$ cat src/design/fcd_map.svh
// address, data and timing constants for the flash command host
`ifndef FCD_MAP_SVH
`define FCD_MAP_SVH
`define FCD_ADDR_UNLOCK1   20'h00555
`define FCD_ADDR_UNLOCK2   20'h002aa
`define FCD_ADDR_QUERY     20'h00055
`define FCD_ADDR_ANY       20'h00000
`define FCD_ID_OFS0        20'h00000
`define FCD_ID_OFS1        20'h00001
`define FCD_ID_OFS2        20'h0000e
`define FCD_ID_OFS3        20'h0000f
`define FCD_OFS_SEC_PROT   20'h00002
`define FCD_OFS_REGION     20'h00003
`define FCD_SECTOR_LSB     12
`define FCD_D_UNLOCK1      8'haa
`define FCD_D_UNLOCK2      8'h55
`define FCD_D_RESET        8'hf0
`define FCD_D_PROGRAM      8'ha0
`define FCD_D_BYPASS       8'h20
`define FCD_D_AUTOSEL      8'h90
`define FCD_D_ERASE_SETUP  8'h80
`define FCD_D_CHIP_ERASE   8'h10
`define FCD_D_SECTOR_ERASE 8'h30
`define FCD_D_SUSPEND      8'hb0
`define FCD_D_RESUME       8'h30
`define FCD_D_REGION_ENTER 8'h88
`define FCD_D_QUERY        8'h98
`define FCD_D_UNPROT_SETUP 8'he0
`define FCD_D_UNPROT_ON    8'h01
`define FCD_D_ZERO         8'h00
// bus cycle phase lengths in ns and in 8 ns clocks
`define FCD_CLK_NS         8
`define FCD_T_SETUP_NS     16
`define FCD_T_PULSE_NS     48
`define FCD_T_HOLD_NS      16
`define FCD_T_READ_NS      64
`define FCD_CYC(ns)        (((ns) + `FCD_CLK_NS - 1) / `FCD_CLK_NS)
`endif

$ cat src/design/fcd_pkg.sv
// types for the flash command host
`default_nettype none
package fcd_pkg;
    typedef enum logic [3:0] {
        FCD_CMD_RESET, FCD_CMD_PROGRAM, FCD_CMD_BYPASS_ENTER, FCD_CMD_BYPASS_PROGRAM,
        FCD_CMD_BYPASS_EXIT, FCD_CMD_CHIP_ERASE, FCD_CMD_SECTOR_ERASE, FCD_CMD_SUSPEND,
        FCD_CMD_RESUME, FCD_CMD_AUTOSEL_ID, FCD_CMD_AUTOSEL_QUERY, FCD_CMD_REGION_ENTER,
        FCD_CMD_REGION_EXIT, FCD_CMD_QUERY, FCD_CMD_UNPROTECT, FCD_CMD_READ
    } fcd_cmd_e;
    typedef struct packed {
        logic [19:0] addr;
        logic [31:0] data;
        logic        wr;
        logic        last;
    } fcd_cycle_s;
    typedef struct packed {
        fcd_cmd_e    cmd;
        logic [19:0] addr;
        logic [31:0] data;
        logic        flag;
    } fcd_req_s;
endpackage : fcd_pkg
`default_nettype wire

$ cat src/design/fcd_bus_cycle.sv
// one asynchronous flash bus cycle: strobes, address, data pins
`timescale 1ns/100ps
`default_nettype none
`include "fcd_map.svh"
module fcd_bus_cycle (
    input  wire logic               i_clk,
    input  wire logic               i_rst,
    input  wire logic               i_start,
    input  wire fcd_pkg::fcd_cycle_s i_cyc,
    input  wire logic [31:0]        i_dq,
    output logic                    o_busy,
    output logic                    o_done,
    output logic [31:0]             o_rdata,
    output logic [19:0]             o_addr,
    output logic [31:0]             o_dq,
    output logic                    o_dq_oe_n,
    output logic                    o_ce_n,
    output logic                    o_we_n,
    output logic                    o_oe_n
);
    typedef enum logic [1:0] {FCB_IDLE, FCB_SETUP, FCB_PULSE, FCB_HOLD} fcd_cyc_state_e;
    localparam logic [3:0] SETUP_N = 4'(`FCD_CYC(`FCD_T_SETUP_NS));
    localparam logic [3:0] PULSE_N = 4'(`FCD_CYC(`FCD_T_PULSE_NS));
    localparam logic [3:0] READ_N  = 4'(`FCD_CYC(`FCD_T_READ_NS));
    localparam logic [3:0] HOLD_N  = 4'(`FCD_CYC(`FCD_T_HOLD_NS));
    fcd_cyc_state_e state, next_state;
    logic [3:0]  cnt, next_cnt;
    logic        wr, next_wr;
    logic [31:0] dq_s1, dq_s2, rdata, next_rdata;
    logic [19:0] next_addr;
    logic [31:0] next_dq;
    logic        next_done, next_ce_n, next_we_n, next_oe_n, next_dq_oe_n;

    // pin input double synchroniser
    always_ff @(posedge i_clk or posedge i_rst) begin
        if (i_rst) begin
            dq_s1 <= 32'h0;
            dq_s2 <= 32'h0;
        end else begin
            dq_s1 <= i_dq;
            dq_s2 <= dq_s1;
        end
    end

    // cycle sequencing; address set before strobe falls, data held past rise
    always_comb begin
        next_state = state; next_cnt = cnt; next_wr = wr; next_rdata = rdata;
        next_addr = o_addr; next_dq = o_dq; next_done = 1'b0;
        next_ce_n = o_ce_n; next_we_n = o_we_n; next_oe_n = o_oe_n;
        next_dq_oe_n = o_dq_oe_n;
        if (cnt != 4'h0) next_cnt = cnt - 4'h1;
        unique case (state)
            FCB_IDLE: if (i_start) begin
                next_state = FCB_SETUP; next_cnt = SETUP_N; next_wr = i_cyc.wr;
                next_addr = i_cyc.addr; next_dq = i_cyc.data;
                next_dq_oe_n = ~i_cyc.wr; next_ce_n = 1'b0;
            end
            FCB_SETUP: if (cnt == 4'h0) begin
                next_state = FCB_PULSE;
                next_cnt = wr ? PULSE_N : READ_N;
                next_we_n = ~wr; next_oe_n = wr;
            end
            FCB_PULSE: if (cnt == 4'h0) begin
                next_state = FCB_HOLD; next_cnt = HOLD_N;
                next_we_n = 1'b1; next_oe_n = 1'b1;
                if (!wr) next_rdata = dq_s2;
            end
            FCB_HOLD: if (cnt == 4'h0) begin
                next_state = FCB_IDLE; next_done = 1'b1;
                next_ce_n = 1'b1; next_dq_oe_n = 1'b1;
            end
        endcase
    end

    // register state and pins
    always_ff @(posedge i_clk or posedge i_rst) begin
        if (i_rst) begin
            state <= FCB_IDLE; cnt <= 4'h0; wr <= 1'b0; rdata <= 32'h0;
            o_addr <= 20'h0; o_dq <= 32'h0; o_done <= 1'b0;
            o_ce_n <= 1'b1; o_we_n <= 1'b1; o_oe_n <= 1'b1; o_dq_oe_n <= 1'b1;
        end else begin
            state <= next_state; cnt <= next_cnt; wr <= next_wr; rdata <= next_rdata;
            o_addr <= next_addr; o_dq <= next_dq; o_done <= next_done;
            o_ce_n <= next_ce_n; o_we_n <= next_we_n; o_oe_n <= next_oe_n;
            o_dq_oe_n <= next_dq_oe_n;
        end
    end
    assign o_busy  = (state != FCB_IDLE);
    assign o_rdata = rdata;
endmodule // fcd_bus_cycle
`default_nettype wire

$ cat src/design/fcd_host.sv
// flash command host: expands commands into write and read bus cycles
`timescale 1ns/100ps
`default_nettype none
`include "fcd_map.svh"
// Function
// - unprotect: two unlocks, E0 setup, then 01 to enable or 00 to disable.
// - command cycles only need the low data byte; upper lines driven zero.
// - F0 at any address returns to array read; used to leave autoselect.
// - bypass entry 555/20 first; then bypass program is A0 then address/value.
// - leave bypass with 90 then 00 at any address.
// - autoselect is three writes ending 90, then a read cycle.
// - identification read over consecutive reads at offsets 01, 0E, 0F.
module fcd_host (
    input  wire logic              i_clk,
    input  wire logic              i_rst,
    input  wire logic              i_req_valid,
    input  wire fcd_pkg::fcd_req_s i_req,
    input  wire logic [31:0]       i_dq,
    output logic                   o_req_ready,
    output logic                   o_rsp_valid,
    output logic [31:0]            o_rsp_data,
    output logic                   o_bypass,
    output logic                   o_suspended,
    output logic [19:0]            o_addr,
    output logic [31:0]            o_dq,
    output logic                   o_dq_oe_n,
    output logic                   o_ce_n,
    output logic                   o_we_n,
    output logic                   o_oe_n
);
    typedef enum logic [1:0] {FCH_IDLE, FCH_ISSUE, FCH_WAIT} fcd_hst_state_e;
    fcd_hst_state_e    state, next_state;
    fcd_pkg::fcd_req_s req, next_req;
    logic [2:0]        step, next_step;
    logic              bypass, next_bypass, susp, next_susp, erasing, next_erasing;
    logic              ready, next_ready, rsp_v, next_rsp_v;
    logic [31:0]       rsp_d, next_rsp_d;
    fcd_pkg::fcd_cycle_s cyc;
    logic              start, busy, done;
    logic [31:0]       rdata;

    // command byte with upper data lines held low
    function automatic logic [31:0] cmd_byte(input logic [7:0] b);
        return {24'h0, b};
    endfunction

    // build one bus cycle
    function automatic fcd_pkg::fcd_cycle_s mk(input logic [19:0] a, input logic [31:0] d,
                                               input logic w, input logic l);
        mk.addr = a; mk.data = d; mk.wr = w; mk.last = l;
    endfunction

    // step table: the cycle sent at each position of each command
    always_comb begin
        logic [19:0] sa;
        logic [7:0]  pre;
        sa  = {req.addr[19:`FCD_SECTOR_LSB], 12'h0};
        pre = `FCD_D_AUTOSEL;
        cyc = mk(`FCD_ADDR_ANY, cmd_byte(`FCD_D_RESET), 1'b1, 1'b1);
        unique case (req.cmd)
            fcd_pkg::FCD_CMD_PROGRAM:       pre = `FCD_D_PROGRAM;
            fcd_pkg::FCD_CMD_BYPASS_ENTER:  pre = `FCD_D_BYPASS;
            fcd_pkg::FCD_CMD_CHIP_ERASE,
            fcd_pkg::FCD_CMD_SECTOR_ERASE:  pre = `FCD_D_ERASE_SETUP;
            fcd_pkg::FCD_CMD_REGION_ENTER:  pre = `FCD_D_REGION_ENTER;
            fcd_pkg::FCD_CMD_UNPROTECT:     pre = `FCD_D_UNPROT_SETUP;
            default:                        pre = `FCD_D_AUTOSEL;
        endcase
        unique case (req.cmd)
            fcd_pkg::FCD_CMD_RESET: ;
            fcd_pkg::FCD_CMD_READ:
                cyc = mk(req.addr, 32'h0, 1'b0, 1'b1);
            fcd_pkg::FCD_CMD_SUSPEND:
                cyc = mk(`FCD_ADDR_ANY, cmd_byte(`FCD_D_SUSPEND), 1'b1, 1'b1);
            fcd_pkg::FCD_CMD_RESUME:
                cyc = mk(`FCD_ADDR_ANY, cmd_byte(`FCD_D_RESUME), 1'b1, 1'b1);
            fcd_pkg::FCD_CMD_QUERY:
                cyc = mk(`FCD_ADDR_QUERY, cmd_byte(`FCD_D_QUERY), 1'b1, 1'b1);
            fcd_pkg::FCD_CMD_BYPASS_PROGRAM:
                cyc = (step == 3'd0) ? mk(`FCD_ADDR_ANY, cmd_byte(`FCD_D_PROGRAM), 1'b1, 1'b0)
                                     : mk(req.addr, req.data, 1'b1, 1'b1);
            fcd_pkg::FCD_CMD_BYPASS_EXIT:
                cyc = (step == 3'd0) ? mk(`FCD_ADDR_ANY, cmd_byte(`FCD_D_AUTOSEL), 1'b1, 1'b0)
                                     : mk(`FCD_ADDR_ANY, cmd_byte(`FCD_D_ZERO), 1'b1, 1'b1);
            default: begin
                unique case (step)
                    3'd0, 3'd3: cyc = mk(`FCD_ADDR_UNLOCK1, cmd_byte(`FCD_D_UNLOCK1), 1'b1, 1'b0);
                    3'd1, 3'd4: cyc = mk(`FCD_ADDR_UNLOCK2, cmd_byte(`FCD_D_UNLOCK2), 1'b1, 1'b0);
                    3'd2: cyc = mk(`FCD_ADDR_UNLOCK1, cmd_byte(pre), 1'b1,
                                   req.cmd == fcd_pkg::FCD_CMD_BYPASS_ENTER ||
                                   req.cmd == fcd_pkg::FCD_CMD_REGION_ENTER);
                    default: cyc = mk(`FCD_ADDR_ANY, 32'h0, 1'b1, 1'b1);
                endcase
                // erases send two more unlocks before their final write
                if ((step == 3'd3 && pre != `FCD_D_ERASE_SETUP) || step == 3'd5) begin
                    unique case (req.cmd)
                        fcd_pkg::FCD_CMD_PROGRAM:
                            cyc = mk(req.addr, req.data, 1'b1, 1'b1);
                        fcd_pkg::FCD_CMD_UNPROTECT:
                            cyc = mk(`FCD_ADDR_ANY, cmd_byte(req.flag ? `FCD_D_UNPROT_ON
                                     : `FCD_D_ZERO), 1'b1, 1'b1);
                        fcd_pkg::FCD_CMD_REGION_EXIT:
                            cyc = mk(`FCD_ADDR_ANY, cmd_byte(`FCD_D_ZERO), 1'b1, 1'b1);
                        fcd_pkg::FCD_CMD_AUTOSEL_QUERY:
                            cyc = mk(req.addr, 32'h0, 1'b0, 1'b1);
                        fcd_pkg::FCD_CMD_AUTOSEL_ID:
                            cyc = mk(step == 3'd3 ? `FCD_ID_OFS1 : `FCD_ID_OFS3, 32'h0,
                                     1'b0, step == 3'd5);
                        fcd_pkg::FCD_CMD_CHIP_ERASE:
                            cyc = mk(`FCD_ADDR_UNLOCK1, cmd_byte(`FCD_D_CHIP_ERASE), 1'b1, 1'b1);
                        fcd_pkg::FCD_CMD_SECTOR_ERASE:
                            cyc = mk(sa, cmd_byte(`FCD_D_SECTOR_ERASE), 1'b1, 1'b1);
                        default: ;
                    endcase
                end
                if (step == 3'd4 && req.cmd == fcd_pkg::FCD_CMD_AUTOSEL_ID)
                    cyc = mk(`FCD_ID_OFS2, 32'h0, 1'b0, 1'b0);
            end
        endcase
    end

    // sequencing and mode tracking
    always_comb begin
        next_state = state; next_req = req; next_step = step;
        next_bypass = bypass; next_susp = susp; next_erasing = erasing;
        next_ready = ready; next_rsp_v = 1'b0; next_rsp_d = rsp_d; start = 1'b0;
        unique case (state)
            FCH_IDLE: if (i_req_valid && ready) begin
                next_req = i_req; next_step = 3'd0;
                next_ready = 1'b0; next_state = FCH_ISSUE;
                // bypass mode allows only bypass program and exit
                if (bypass && i_req.cmd != fcd_pkg::FCD_CMD_BYPASS_PROGRAM &&
                    i_req.cmd != fcd_pkg::FCD_CMD_BYPASS_EXIT) next_state = FCH_WAIT;
                if (!bypass && i_req.cmd == fcd_pkg::FCD_CMD_BYPASS_PROGRAM)
                    next_state = FCH_WAIT;
                if (i_req.cmd == fcd_pkg::FCD_CMD_SUSPEND && !erasing)
                    next_state = FCH_WAIT;
                if (i_req.cmd == fcd_pkg::FCD_CMD_RESUME && !susp)
                    next_state = FCH_WAIT;
                if (susp && (i_req.cmd == fcd_pkg::FCD_CMD_CHIP_ERASE ||
                    i_req.cmd == fcd_pkg::FCD_CMD_SECTOR_ERASE ||
                    i_req.cmd == fcd_pkg::FCD_CMD_BYPASS_ENTER))
                    next_state = FCH_WAIT;
            end
            FCH_ISSUE: begin
                start = 1'b1;
                next_state = FCH_WAIT;
            end
            FCH_WAIT: if (!busy) begin
                if (done && !cyc.last) begin
                    next_step = step + 3'd1;
                    next_state = FCH_ISSUE;
                    if (!cyc.wr) begin
                        next_rsp_v = 1'b1; next_rsp_d = rdata;
                    end
                end else begin
                    if (done) begin
                        if (!cyc.wr) begin
                            next_rsp_v = 1'b1; next_rsp_d = rdata;
                        end
                        unique case (req.cmd)
                            fcd_pkg::FCD_CMD_BYPASS_ENTER: next_bypass = 1'b1;
                            fcd_pkg::FCD_CMD_BYPASS_EXIT:  next_bypass = 1'b0;
                            fcd_pkg::FCD_CMD_SECTOR_ERASE: next_erasing = 1'b1;
                            fcd_pkg::FCD_CMD_SUSPEND:      next_susp = 1'b1;
                            fcd_pkg::FCD_CMD_RESUME:       next_susp = 1'b0;
                            default: ;
                        endcase
                        if (req.cmd == fcd_pkg::FCD_CMD_RESET && !susp) begin
                            next_erasing = 1'b0;
                        end
                    end
                    next_ready = 1'b1;
                    next_state = FCH_IDLE;
                end
            end
            default: next_state = FCH_IDLE;
        endcase
    end

    // register sequencing state
    always_ff @(posedge i_clk or posedge i_rst) begin
        if (i_rst) begin
            state <= FCH_IDLE; req <= '0; step <= 3'd0;
            bypass <= 1'b0; susp <= 1'b0; erasing <= 1'b0;
            ready <= 1'b1; rsp_v <= 1'b0; rsp_d <= 32'h0;
        end else begin
            state <= next_state; req <= next_req; step <= next_step;
            bypass <= next_bypass; susp <= next_susp; erasing <= next_erasing;
            ready <= next_ready; rsp_v <= next_rsp_v; rsp_d <= next_rsp_d;
        end
    end

    // bus cycle engine
    fcd_bus_cycle u_cycle (
        .i_clk     (i_clk),
        .i_rst     (i_rst),
        .i_start   (start),
        .i_cyc     (cyc),
        .i_dq      (i_dq),
        .o_busy    (busy),
        .o_done    (done),
        .o_rdata   (rdata),
        .o_addr    (o_addr),
        .o_dq      (o_dq),
        .o_dq_oe_n (o_dq_oe_n),
        .o_ce_n    (o_ce_n),
        .o_we_n    (o_we_n),
        .o_oe_n    (o_oe_n)
    );
    assign o_req_ready = ready;
    assign o_rsp_valid = rsp_v;
    assign o_rsp_data  = rsp_d;
    assign o_bypass    = bypass;
    assign o_suspended = susp;

    // write cycles carry only the low command byte outside program data
    AST_UPPER_ZERO: assert property (@(posedge i_clk) disable iff (i_rst)
        start && cyc.wr && req.cmd != fcd_pkg::FCD_CMD_PROGRAM &&
        req.cmd != fcd_pkg::FCD_CMD_BYPASS_PROGRAM |-> cyc.data[31:8] == 24'h0)
        else $error("upper data lines not zero in command cycle");
    AST_PROG_FIRST: assert property (@(posedge i_clk) disable iff (i_rst)
        start && req.cmd == fcd_pkg::FCD_CMD_PROGRAM && step == 3'd0
        |-> cyc.addr == `FCD_ADDR_UNLOCK1 && cyc.data[7:0] == `FCD_D_UNLOCK1)
        else $error("program does not open with unlock");
    AST_BYPASS_GATE: assert property (@(posedge i_clk) disable iff (i_rst)
        start && req.cmd == fcd_pkg::FCD_CMD_BYPASS_PROGRAM |-> bypass)
        else $error("bypass program outside bypass mode");
    AST_SUSPEND_GATE: assert property (@(posedge i_clk) disable iff (i_rst)
        start && req.cmd == fcd_pkg::FCD_CMD_SUSPEND |-> erasing)
        else $error("suspend sent with no sector erase");
    AST_RESUME_GATE: assert property (@(posedge i_clk) disable iff (i_rst)
        start && req.cmd == fcd_pkg::FCD_CMD_RESUME |-> susp)
        else $error("resume sent while not suspended");
    AST_ERASE_LAST: assert property (@(posedge i_clk) disable iff (i_rst)
        start && req.cmd == fcd_pkg::FCD_CMD_SECTOR_ERASE && step == 3'd5
        |-> cyc.data[7:0] == `FCD_D_SECTOR_ERASE && cyc.addr[11:0] == 12'h0)
        else $error("sector erase final write wrong");
    AST_ID_READS: assert property (@(posedge i_clk) disable iff (i_rst)
        start && req.cmd == fcd_pkg::FCD_CMD_AUTOSEL_ID && step == 3'd3
        |-> !cyc.wr && cyc.addr == `FCD_ID_OFS1)
        else $error("identification read offset wrong");
    AST_EXIT_CLEARS: assert property (@(posedge i_clk) disable iff (i_rst)
        done && state == FCH_WAIT && cyc.last && req.cmd == fcd_pkg::FCD_CMD_BYPASS_EXIT
        |=> !bypass)
        else $error("bypass flag kept after exit");
endmodule // fcd_host
`default_nettype wire

$ cat config.mk
export PLATFORM = sky130hd
export DESIGN_NAME = fcd_host
export DESIGN_NICKNAME = d
export VERILOG_FILES = /design/src/design/fcd_pkg.sv /design/src/design/fcd_bus_cycle.sv /design/src/design/fcd_host.sv
export VERILOG_INCLUDE_DIRS = /design/src /design/src/design
export SDC_FILE = /design/constraint.sdc
export NUM_CORES = 1
export LEC_CHECK = 0
export CAP_MARGIN = 40
export CORE_MARGIN = 4
export CORE_UTILIZATION = 55
export CTS_CLUSTER_DIAMETER = 30
export DETAILED_ROUTE_END_ITERATION = 6
export DONT_BUFFER_PORTS = 1
export GPL_TIMING_DRIVEN = 0
export PLACE_DENSITY = 0.71
export SYNTH_ARGS = -nofsm -noshare
export SYNTH_HDL_FRONTEND = slang
export SYNTH_HIERARCHICAL = 1
export SYNTH_SLANG_ARGS = --single-unit
$ cat constraint.sdc
create_clock -name i_clk -period 6.85 [get_ports i_clk]
set_clock_uncertainty 0.1 [all_clocks]
set_input_delay 1.0275 -clock i_clk [delete_from_list [all_inputs] [get_ports i_clk]]
set_output_delay 1.0275 -clock i_clk [all_outputs]
set_load 0.02 [all_outputs]
# Yosys cells after proc, flatten, opt, wreduce, memory -nomap -nowiden
# Index checks and enable logic that the tools add are counted.
dict set report word_totals {
  output_inout_bits 92
  input_bits 92
  ff_bits 259
  wordCells 184
}
dict set report classes {
  add_sub_neg 2
  muxes 62
  n_eq_ne 42
  reduce_logical 49
  bitwise_logic 4
}
# operator n
set ops {}
lappend ops {{$pmux W54 S7} 2}
lappend ops {{$mux W54} 3}
lappend ops {{$pmux W45 S3} 1}
lappend ops {{$mux W32} 3}
lappend ops {{$pmux W8 S5} 1}
lappend ops {{$eq A4 B4 Y1 const B} 9}
lappend ops {{$eq A4 B3 Y1 const B} 7}
lappend ops {{$mux W4} 6}
lappend ops {{$mux W2} 11}
lappend ops {{$mux W1} 20}
lappend ops {{$eq A4 B2 Y1 const B} 4}
lappend ops {{$reduce_bool A2 Y1} 8}
lappend ops {{$reduce_and A5 Y1} 3}
lappend ops {{$pmux W1 S2} 7}
lappend ops {{$pmux W4 S3} 1}
lappend ops {{$reduce_and A3 Y1} 4}
lappend ops {{$reduce_and A4 Y1} 3}
lappend ops {{$logic_and A1 B1 Y1} 11}
lappend ops {{$mux W10} 1}
lappend ops {{$ne A2 B2 Y1 const B} 5}
lappend ops {{$mux W3} 3}
lappend ops {{$logic_not A4 Y1} 2}
lappend ops {{$ne A8 B8 Y1 const B} 1}
lappend ops {{$pmux W2 S4} 1}
lappend ops {{other kinds (21)} 42}

# Depth between registers and ports, before layout
# Gate-level depths: netlist of run 1.
dict set report logic_depth {
  depth_word 14
  mapped_depth 11
  mapped_depth_nobuf 10
}

# Modules after synthesis
# The synthesis of run 1 kept the hierarchy.
# mod seq_area_each_um2 area_per_inst_um2 cells_per_inst instances
set by_module_without_submodules {}
lappend by_module_without_submodules {fcd_bus_cycle 4008.8 5547.8 316 1}
lappend by_module_without_submodules {fcd_host 2478.6 5298.8 487 1}

# Worst setup path after synthesis of run 1
# Ideal clock, no wire load.
dict set report synth_timing {
  kind {register to register}
  start {reg step[0]}
  end {reg u_cycle.o_addr[0]}
  synth_period_minus_slack_ns 2.489
  path_slack_ns 4.361
  stages_incl_launch_ff 11
  required_ns 6.625
  setup_ns 0.125
  t_arrival_ns 2.264
  n_path_buf 1
  path_cell_list {dfrtp_1 inv_1 ha_1 clkbuf_1 or2_2 a21oi_1 a211oi_1 o21ai_0 nand2_1 a211o_1 mux2_2}
}
# item line_no
set synth_lines {}
lappend synth_lines {{start: declaration} fcd_host.sv:34} ;# logic [2:0] step, next_step;
lappend synth_lines {{start signal: assignment} fcd_host.sv:188} ;# state <= next_state; req <= next_req; step <= next_step;
lappend synth_lines {{end signal: assignment} fcd_bus_cycle.sv:83} ;# o_addr <= next_addr; o_dq <= next_dq; o_done <= next_done;
lappend synth_lines {{end: declaration} fcd_bus_cycle.sv:14} ;# output logic [19:0] o_addr,

==> metrics.md, run 1 <==
| Metric | Value |
|---|---|
| Slowest CP cell | a21oi_1 |
| Worst slew pin tran | 816.5 ps |
| Via/cell ratio | 5.705 |
| GRT Util Overall | 23.03% |
| Total wire length | 24.88 mm |
| CP required | 7220 ps |
| Reg-to-Reg End | u_cycle/o_dq[1] |
| Max incr delay on CP | 640 ps |
| Post-synthesis net count | 906 |
| Initial antenna violation count | 3 |
| Final hold slack | 239.6 ps |
| Final Total Pwr | 5.720 mW |
| Clk root buf | clkbuf_16 |
| Minimum clock period | 3228 ps |
| Fin area | 0.01292 mm2 |
| Starting Density | 55.91% |
| Post-CTS Hold Fix Bufs | 0 |
| Number of synthesized flops with an enable pin | 0 |
| WP buf/inv | 3 |
| Setup bufs post-CTS | 0 |
| CP Capture Type | flop |
| Standard-cell row count | 51 |
| Congestion Overflow GR | 0 |
| Drt pass-1 iters | 6 |
| Largest net degree at the start of global routing | 96 |
| Primary FF master, synth | dfrtp_1 |
| Worst vdd ir | 297.0 uV |
| Final number of setup-violating endpoints | 0 |
| Non-filler cells, final | 1161 |
| Most area-consuming cells after synthesis | dfrtp_1 59%, mux2_2 12%, mux2_4 8.2%, and2_1 2.1%, a21oi_1 1.6% |
| Mapped Avg Cell Area | 13.51 um2 |
| Top delay family on crit path | compound AO/OA/AOI/OAI gates |
| Clk buf depth | 3 |
| Most common cell in the netlist | dfrtp_1 |
| Final net count | 960 |
| Antenna fix cells | 0 |
| FILL cells | 1409 |
| YS warnings | 6 |
| Mapped Cells | 803 |
| CTS clock-pin slew for the worst setup and hold paths | 50 ps |
| Antenna Nets Post-Route | 0 |
| Routed vias | 6624 |
| Power per cell area | 442.6 mW/mm2 |
| R2r setup slk | 3620 ps |
| Setup crit start kind | flop |
| Total CTS buffers | 49 |
| Final Max Slew Viols | 0 |
| Final GP Congestion | 0.9594 |
| Global-route wire length before repair | 39.92 mm |
| Ordered list of cells on the worst path | inv_1, ha_1, clkbuf_1, nor2b_1, a21boi_0, nand2_1, a21oi_1, clkbuf_1, nand2_1, o21ai_0, mux2_2 |
| Clock latency on the worst-skew pair | 540 ps |
| Yosys cell types | 61 |
| RSZ-0062 raised after global routing | false |
| Ports | 184 |
| PortBufs | 0 |
| CTS sink count | 259 |
| Register area share after synthesis | 59.81% |
| Max Cap Viol | 0 |
| Share of cells above drive strength 1 | 32.81% |
| HP Start | u_cycle/dq_s1[9] |
| Yosys reg bits | 259 |
| Period Utilization, post-route | 47.13% |
| Worst slew margin | 45.08% |
| CTS tree | done |
| Area Overhead vs Synth | 19.14% |
| CP Class | reg2reg |
| Drt drc | 0 |
| Inst Count DP | 1071 |
| Hold Path Stages | 0 |
| FMAX | 309.7 MHz |
| WP depth | 11 |
| Routed wire per std cell | 21.43 um |
| Dpl hpwl | 17.36 mm |
| Die Ht | 148.4 um |
| Pre-CTS setup slack | 3657 ps |
| CP Max Fanout | 10 |
| Top cell type's share of synthesized area | 58.60% |
| Initial DRC Count | 420 |
| Die W | 148.4 um |
| Reg2Reg Depth | 11 |
| Worst hold path endpoint | u_cycle/dq_s2[9] |
| Core area | 0.01940 mm2 |
| Async set or reset register ratio after synthesis | 100.0% |
| Status | complete, no violations |
| Lkg Pwr | 6.090 nW |
| Final WS setup | 3622 ps |
| Vias in the first global route | 7163 |
| Die area | 0.02203 mm2 |
| Worst hold path type | reg2reg |
| Synthesized area | 0.01085 mm2 |
| CTS resizes | 0 |
| H-Tree Level Count | 2 |
| Placed Area | 0.01125 mm2 |
| Cell taking the most area after synthesis | dfrtp_1 |
| Final hold violations | 0 |
| Arrival @ worst endpoint | 3600 ps |
| Commonest cells post-synth | 254 x dfrtp_1, 113 x mux2_2, 59 x mux2_4 |
| Worst r2r src | step[0] |
==> worst register-to-register path, stage by stage, from the launching register on <==
cell	delay (ps)
dfrtp_1	370
inv_1	100
ha_1	220
clkbuf_1	250
nor2b_1	310
a21boi_0	350
nand2_1	90
a21oi_1	640
clkbuf_1	390
nand2_1	100
o21ai_0	80
mux2_2	170
==> cell type report <==
cell class                      count  area [um2]  area share (%)
Clock inverter                     24       265.3           2.053
Buffer                             43       230.2           1.782
Timing Repair Buffer                3       60.06          0.4648
Sequential cell                   259        6487           50.20
Multi-Input combinational cell    485        4069           31.49
Tap cell                          265       331.6           2.566
Clock buffer                       66        1411           10.92
Inverter                           16       67.56          0.5229
==> sequential cells by signal, indices dropped and copies added, names as in the netlist, 2 cells and up <==
signal	count
step	3
o_rsp_data	32
u_cycle/dq_s2	32
u_cycle/o_addr	20
req	57
u_cycle/dq_s1	32
u_cycle/o_dq	32
u_cycle/cnt	4
u_cycle/state	2
u_cycle/o_rdata	32
state	2
==> stage by stage <==
stage	util [%]	setup TNS, ps
finish	66.62	0
detailed placement	57.97	0
floorplan	-	0
CTS	66.62	0
global route	66.62	0
global placement	57.62	-1811
==> layout by cell type, fill, tap and decap left out, types with 3 or more instances in the layout <==
cell type	Yosys	final
a211oi_1	3	3
a21boi_0	4	4
a21o_1	10	10
a21oi_1	34	34
a31oi_1	8	8
and2_1	36	36
buf_1	3	3
buf_2	9	10
buf_6	7	7
bufinv_16	0	3
clkbuf_1	22	28
clkbuf_16	0	50
clkbuf_8	0	10
clkinv_2	0	6
clkinv_4	0	5
clkinvlp_4	0	4
dfrtp_1	254	254
dfstp_2	5	5
ha_1	11	11
inv_1	15	13
inv_6	0	5
mux2_2	113	113
mux2_4	59	59
mux2i_1	3	3
nand2_1	38	38
nand2b_1	8	8
nand3_1	8	8
nand3b_1	3	3
nand4_1	3	3
nor2_1	34	34
nor2b_1	10	10
nor3_1	10	10
o211ai_1	3	3
o21ai_0	29	29
o22a_1	4	4
o22ai_1	5	5
o2bb2ai_1	3	3
o31ai_1	3	3
o32ai_1	3	3
or3_1	5	5
==> worst max path at each step <==
stage	slack [ps]	start	to
2_1_floorplan	1410	i_rst	u_cycle/cnt[0]
3_3_place_gp	-30	i_rst	u_cycle/dq_s1[24]
3_5_place_dp	3660	step[0]	u_cycle/o_dq[1]
4_1_cts	3630	step[0]	u_cycle/o_dq[1]
5_1_grt	3290	step[1]	u_cycle/o_dq[19]
6_report	3620	step[0]	u_cycle/o_dq[1]
==> per-layer routing <==
| metal | wire [um] | GRT usage (%) |
|---|---|---|
| met3 | 2371 | 8.714 |
| met5 | 40 | 0 |
| met1 | 10160 | 30.01 |
| met2 | 11870 | 36.44 |
| met4 | 425 | 6.605 |
==> cell families after synthesis <==
kind of cell / count (synthesis) / synth area share (%)
muxes: 175 / 20.18
adders and majority gates: 12 / 1.361
DFF: 259 / 59.81
and+or+nand+nor: 167 / 8.156
xor gates and xnor gates: 2 / 0.1615
AOI/OAI and AO/OA: 129 / 7.660
buffers and inverters: 59 / 2.676
==> power by group <==
part	total (mW)	leakage, nW	internal (mW)	switching, mW
sequential	2.02	3.31	1.80	0.215
combinational	1.36	1.97	0.556	0.805
clock	2.34	0.817	1.56	0.774
Power figures use the tool's default switching activity.
==> run 2: changes to the inputs <==
Clock period 6.85 ns to 3.1 ns, I/O delays scaled along.
==> run 2 against run 1 <==
  * Non-clock buffer count rose by 93
  * Sequential power rose by 120%
  * Count of clock-buffer cells in the layout fell by 8
  * Largest power group unchanged
==> metrics.md, run 2 (same netlist as run 1, synthesis figures left out) <==
| Metric | Value |
|---|---|
| Lkg Pwr | 6.519 nW |
| Most frequent cells in the layout | 254 x dfrtp_1, 113 x mux2_2, 89 x dlygate4sd3_1 |
| Largest reg by FF count | req |
| PortBufs | 0 |
| Final number of setup-violating endpoints | 0 |
| Critical Path Source | step[2] |
| Die area | 0.02203 mm2 |
| CP Capture Type | flop |
| Clk buf depth | 3 |
| H-Tree Level Count | 2 |
| Multi-input gate area | 0.004079 mm2 |
| Arrival @ worst endpoint | 3270 ps |
| Antenna fix cells | 0 |
| Dpl hpwl | 17.85 mm |
| Worst vdd ir | 591.6 uV |
| Drt pass-1 iters | 5 |
| Worst r2r src | step[2] |
| CTS sink count | 259 |
| Standard-cell row count | 51 |
| Starting Density | 55.91% |
| Worst hold path type | in2reg |
| FF+latch area | 0.006487 mm2 |
| CP Class | reg2reg |
| Core area | 0.01940 mm2 |
| Global-route wire length before repair | 43.52 mm |
| Minimum clock period | 2976 ps |
| Setup TNS after final layout | 0 ps |
| Antenna Nets Post-Route | 0 |
| Total wire length | 27.28 mm |
| Initial antenna violation count | 1 |
| Max Cap Viol | 0 |
| Worst slew margin | 45.47% |
| CP required | 3400 ps |
| Total CTS buffers | 46 |
| Most common cell after layout, fill and taps aside | dfrtp_1 |
| RSZ-0062 raised after global routing | false |
| Power per cell area | 932.0 mW/mm2 |
| Routed vias | 6996 |
| HP Start | i_req[37] |
| Clock latency on the worst-skew pair | 530 ps |
| Share of cells above drive strength 1 | 30.79% |
| Final hold violations | 0 |
| Final GP Congestion | 0.9462 |
| CP Max Fanout | 10 |
| Routed wire per std cell | 21.84 um |
| Final Max Slew Viols | 0 |
| Period Utilization, post-route | 95.99% |
| CTS tree | done |
| FMAX | 336.0 MHz |
| Die Ht | 148.4 um |
| Vias in the first global route | 7679 |
| Initial DRC Count | 343 |
| Setup bufs post-CTS | 0 |
| Drt drc | 0 |
| Via/cell ratio | 5.601 |
| GRT Util Overall | 25.15% |
| Status | complete, no violations |
| Max reg flops | 57 |
| Util after Layout | 71.83% |
| Final net count | 1050 |
| Congestion Overflow GR | 0 |
| CTS clock-pin slew for the worst setup and hold paths | 50 ps |
| Setup crit start kind | flop |
| Worst slew pin tran | 816.3 ps |
| Die W | 148.4 um |
| Clk root buf | clkbuf_16 |
| Ports | 184 |
| FILL cells | 1276 |
| Largest net degree at the start of global routing | 41 |
| Area Overhead vs Synth | 28.47% |
## run 2: cell types whose count changed in the layout (fill, tap and decap cells not counted), moves of 2 or more
| cell | before | now |
|---|---|---|
| dlygate4sd3_1 | 0 | 89 |
| a21oi_1 | 34 | 32 |
| clkbuf_8 | 10 | 8 |
| inv_8 | 0 | 2 |
| bufinv_16 | 3 | 8 |
| a21oi_2 | 0 | 2 |
| clkbuf_16 | 50 | 47 |
| buf_12 | 0 | 7 |
| clkbuf_1 | 28 | 22 |
| buf_16 | 2 | 0 |
## run 2: metal layers
| layer | wire (um) | part of all wire [%] | vias up | global-route usage [%] |
|---|---|---|---|---|
| met5 | 0 | 0 | - | 0 |
| met4 | 424 | 1.6 | 0 | 6.420 |
| met3 | 2312 | 8.5 | 41 | 8.196 |
| met2 | 13650 | 50 | 260 | 41.92 |
| met1 | 10900 | 40 | 3563 | 32.08 |
| li1 | - | - | 3132 | - |
## run 2: worst max-delay path, stage by stage, from the launching register on
cell	delay, ps
dfrtp_1	310
buf_2	240
clkinvlp_4	230
ha_1	290
clkbuf_1	280
a21oi_2	320
a211oi_1	120
o21ai_0	180
nand2_1	170
a211o_1	320
mux2_2	260
## run 2: path summary, 6_finish.rpt
path	to	slack [ps]	depth (start not counted)
hold / removal	req[37]	20	1
min in group asynchronous	o_rsp_data[28]	350	2
max in group asynchronous	u_cycle/o_dq_oe_n	1400	4
hold reg to reg	u_cycle/dq_s2[27]	240	0
setup reg to reg	u_cycle/o_addr[0]	120	10
setup / recovery	u_cycle/o_addr[0]	120	10
## run 2: where the power goes
group          total (mW)  switching [mW]  internal, mW
Sequential           4.48           0.491          3.99
Combinational        3.15            1.82          1.33
Clock                5.36            1.71          3.66
Total                13.0            4.02          8.97
## run 2: final cells by class
cell class                 count  share of cell area, %
sequential                   259                  46.56
multi-input combinational    485                  29.27
clock inverter                27                  2.891
timing repair buffer          98                  7.471
inverter                      16                 0.5118
clock buffer                  58                  9.311
tap                          265                  2.379
buffer                        41                  1.607
## run 2: what timing repair did
item                       in CTS  in global routing
gates resized for setup         1                  5
hold endpoints to repair      192                  0
setup endpoints to repair      20                 21
hold buffers                   89                  0
## run 2: stage by stage
stage,setup slack (ps),hold slack (ps),total power [mW],instance area (um2),cells
6_report,124.2,16.22,12.99,13930,1249
5_1_grt,16.06,3.828,13.63,13930,1249
4_1_cts,50.43,2.282,13.01,13930,1251
3_5_place_dp,-137.4,225.2,7.505,11340,1077
3_3_place_gp,-253.6,233.3,7.345,11190,1068
2_1_floorplan,509.4,231.2,6.609,10850,803
==> run 3: changes to the inputs <==
Settings changed: PLACE_DENSITY 0.71 to 0.79.
==> run 3 against run 2 <==
  * Count of clock-buffer cells in the layout shrank 1
  * Core utilization is 0.41 points lower
  * Sequential share of layout area grew 0.26 points
  * Sequential power about the same
  * Register-to-register slack got worse by 40 ps
  * Via count shrank 0.16%
  * Critical path depth rose by 1
==> metrics.md, run 3 (same netlist as run 1, synthesis figures left out) <==
| Metric | Value |
|---|---|
| Status | complete, no violations |
| Final WS setup | 88.79 ps |
| Area Overhead vs Synth | 27.74% |
| Final GP Congestion | 0.9190 |
| Most common cell after layout, fill and taps aside | dfrtp_1 |
| Final hold slack | 34.48 ps |
| Final hold violations | 0 |
| Slowest CP cell | dfrtp_1 |
| CTS clock-pin slew for the worst setup and hold paths | 50 ps |
| Share of cells above drive strength 1 | 30.04% |
| Die W | 148.4 um |
| Dpl hpwl | 17.48 mm |
| Die Ht | 148.4 um |
| Inst Count DP | 1076 |
| CP Class | reg2reg |
| Final Max Slew Viols | 0 |
| FILL cells | 1265 |
| Pre-CTS setup slack | -49.25 ps |
| Clk buf depth | 3 |
| Max incr delay on CP | 350 ps |
| Worst vdd ir | 599.3 uV |
| Standard-cell row count | 51 |
| Initial DRC Count | 380 |
| Ports | 184 |
| CP Capture Type | flop |
| Period Utilization, post-route | 97.14% |
| CTS tree | done |
| Non-filler cells, final | 1248 |
| CP Max Fanout | 10 |
| Final Total Pwr | 12.88 mW |
| Largest reg by FF count | req |
| H-Tree Level Count | 2 |
| Top delay family on crit path | buffers and inverters |
| Minimum clock period | 3011 ps |
| Clk root buf | clkbuf_16 |
| Total CTS buffers | 45 |
| Ordered list of cells on the worst path | buf_2, inv_1, ha_1, a21boi_2, buf_4, or2_2, clkbuf_1, nand2_1, o22ai_1, a211o_1, mux2_2 |
| Worst hold path type | in2reg |
| Final number of setup-violating endpoints | 0 |
| CP required | 3410 ps |
| Most frequent cells in the layout | 254 x dfrtp_1, 113 x mux2_2, 89 x dlygate4sd3_1 |
| Multi-input gate area | 0.004079 mm2 |
| Worst slew pin tran | 806.1 ps |
| Max reg flops | 57 |
| RSZ-0062 raised after global routing | true |
| Initial antenna violation count | 1 |
| Antenna Nets Post-Route | 0 |
| Drt drc | 0 |
| Congestion Overflow GR | 0 |
| Setup crit start kind | flop |
| Clock latency on the worst-skew pair | 520 ps |
| Core area | 0.01940 mm2 |
| PortBufs | 0 |
| Final net count | 1049 |
| FMAX | 332.1 MHz |
| Arrival @ worst endpoint | 3320 ps |
| FF+latch area | 0.006487 mm2 |
| Max Cap Viol | 0 |
| Via/cell ratio | 5.597 |
| Vias in the first global route | 7768 |
| Routed vias | 6985 |
| Setup TNS after final layout | 0 ps |
| Drt pass-1 iters | 6 |
| Largest net degree at the start of global routing | 38 |
| Global-route wire length before repair | 44.89 mm |
| Routed wire per std cell | 22.79 um |
| Total wire length | 28.44 mm |
| Starting Density | 55.91% |
| CTS sink count | 259 |
| WP buf/inv | 4 |
| Lkg Pwr | 6.469 nW |
| Power per cell area | 929.5 mW/mm2 |
| GRT Util Overall | 26.24% |
| Worst slew margin | 45.78% |
| Setup bufs post-CTS | 0 |
| Die area | 0.02203 mm2 |
run 3: cell types whose count changed in the layout (fill, tap and decap cells not counted), sizes merged:
| cell | before | now |
|---|---|---|
| diode | 0 | 1 |
| buf | 29 | 28 |
| clkinvlp | 4 | 5 |
| inv | 19 | 21 |
| clkinv | 12 | 8 |
run 3: path summary, 6_finish.rpt:
path	from	slack (ps)	to	depth (start not counted)
min	i_req[53]	30	req[53]	1
max	step[2]	90	u_cycle/o_addr[0]	11
min reg2reg	u_cycle/dq_s1[26]	240	u_cycle/dq_s2[26]	0
max reg2reg	step[2]	90	u_cycle/o_addr[0]	11
min in group asynchronous	i_rst	440	o_rsp_data[17]	2
max in group asynchronous	i_rst	1470	u_cycle/o_dq[4]	4
run 3: cell type report:
| type | count | area share (%) |
|---|---|---|
| antenna | 1 | 0.01806 |
| buffer | 42 | 1.634 |
| clock buffer | 57 | 9.048 |
| clock inverter | 26 | 2.682 |
| inverter | 16 | 0.4876 |
| multi-input combinational | 485 | 29.44 |
| sequential | 259 | 46.82 |
| tap | 265 | 2.393 |
| timing repair buffer | 97 | 7.477 |
run 3: what timing repair did:
item | CTS | global route
endpoints found under the setup margin | 20 | 4
hold buffers | 88 | 1
gates resized for setup | 2 | 1
endpoints found under the hold margin | 131 | 1
run 3: per-stage QoR:
stage / utilization, % / cell area, um2
after floorplan: - / 10850
after global placement: 57.66 / 11190
after detailed placement: 58.41 / 11330
after CTS: 71.36 / 13840
after global routing: 71.43 / 13860
final: 71.43 / 13860
run 3: power by group:
group / switching, mW / total (mW) / leakage, nW / internal [mW]
clock: 1.72 / 5.26 / 0.792 / 3.54
sequential: 0.520 / 4.51 / 3.31 / 3.99
combinational: 1.79 / 3.11 / 2.37 / 1.32
total: 4.03 / 12.9 / 6.47 / 8.85
run 3: routing by layer:
layer,up-vias,track usage [%],share of wire (%)
li1,3141,-,-
met1,3511,32.04,38
met2,292,44.99,51
met3,41,8.531,8.7
met4,0,7.344,1.7
met5,-,0,0
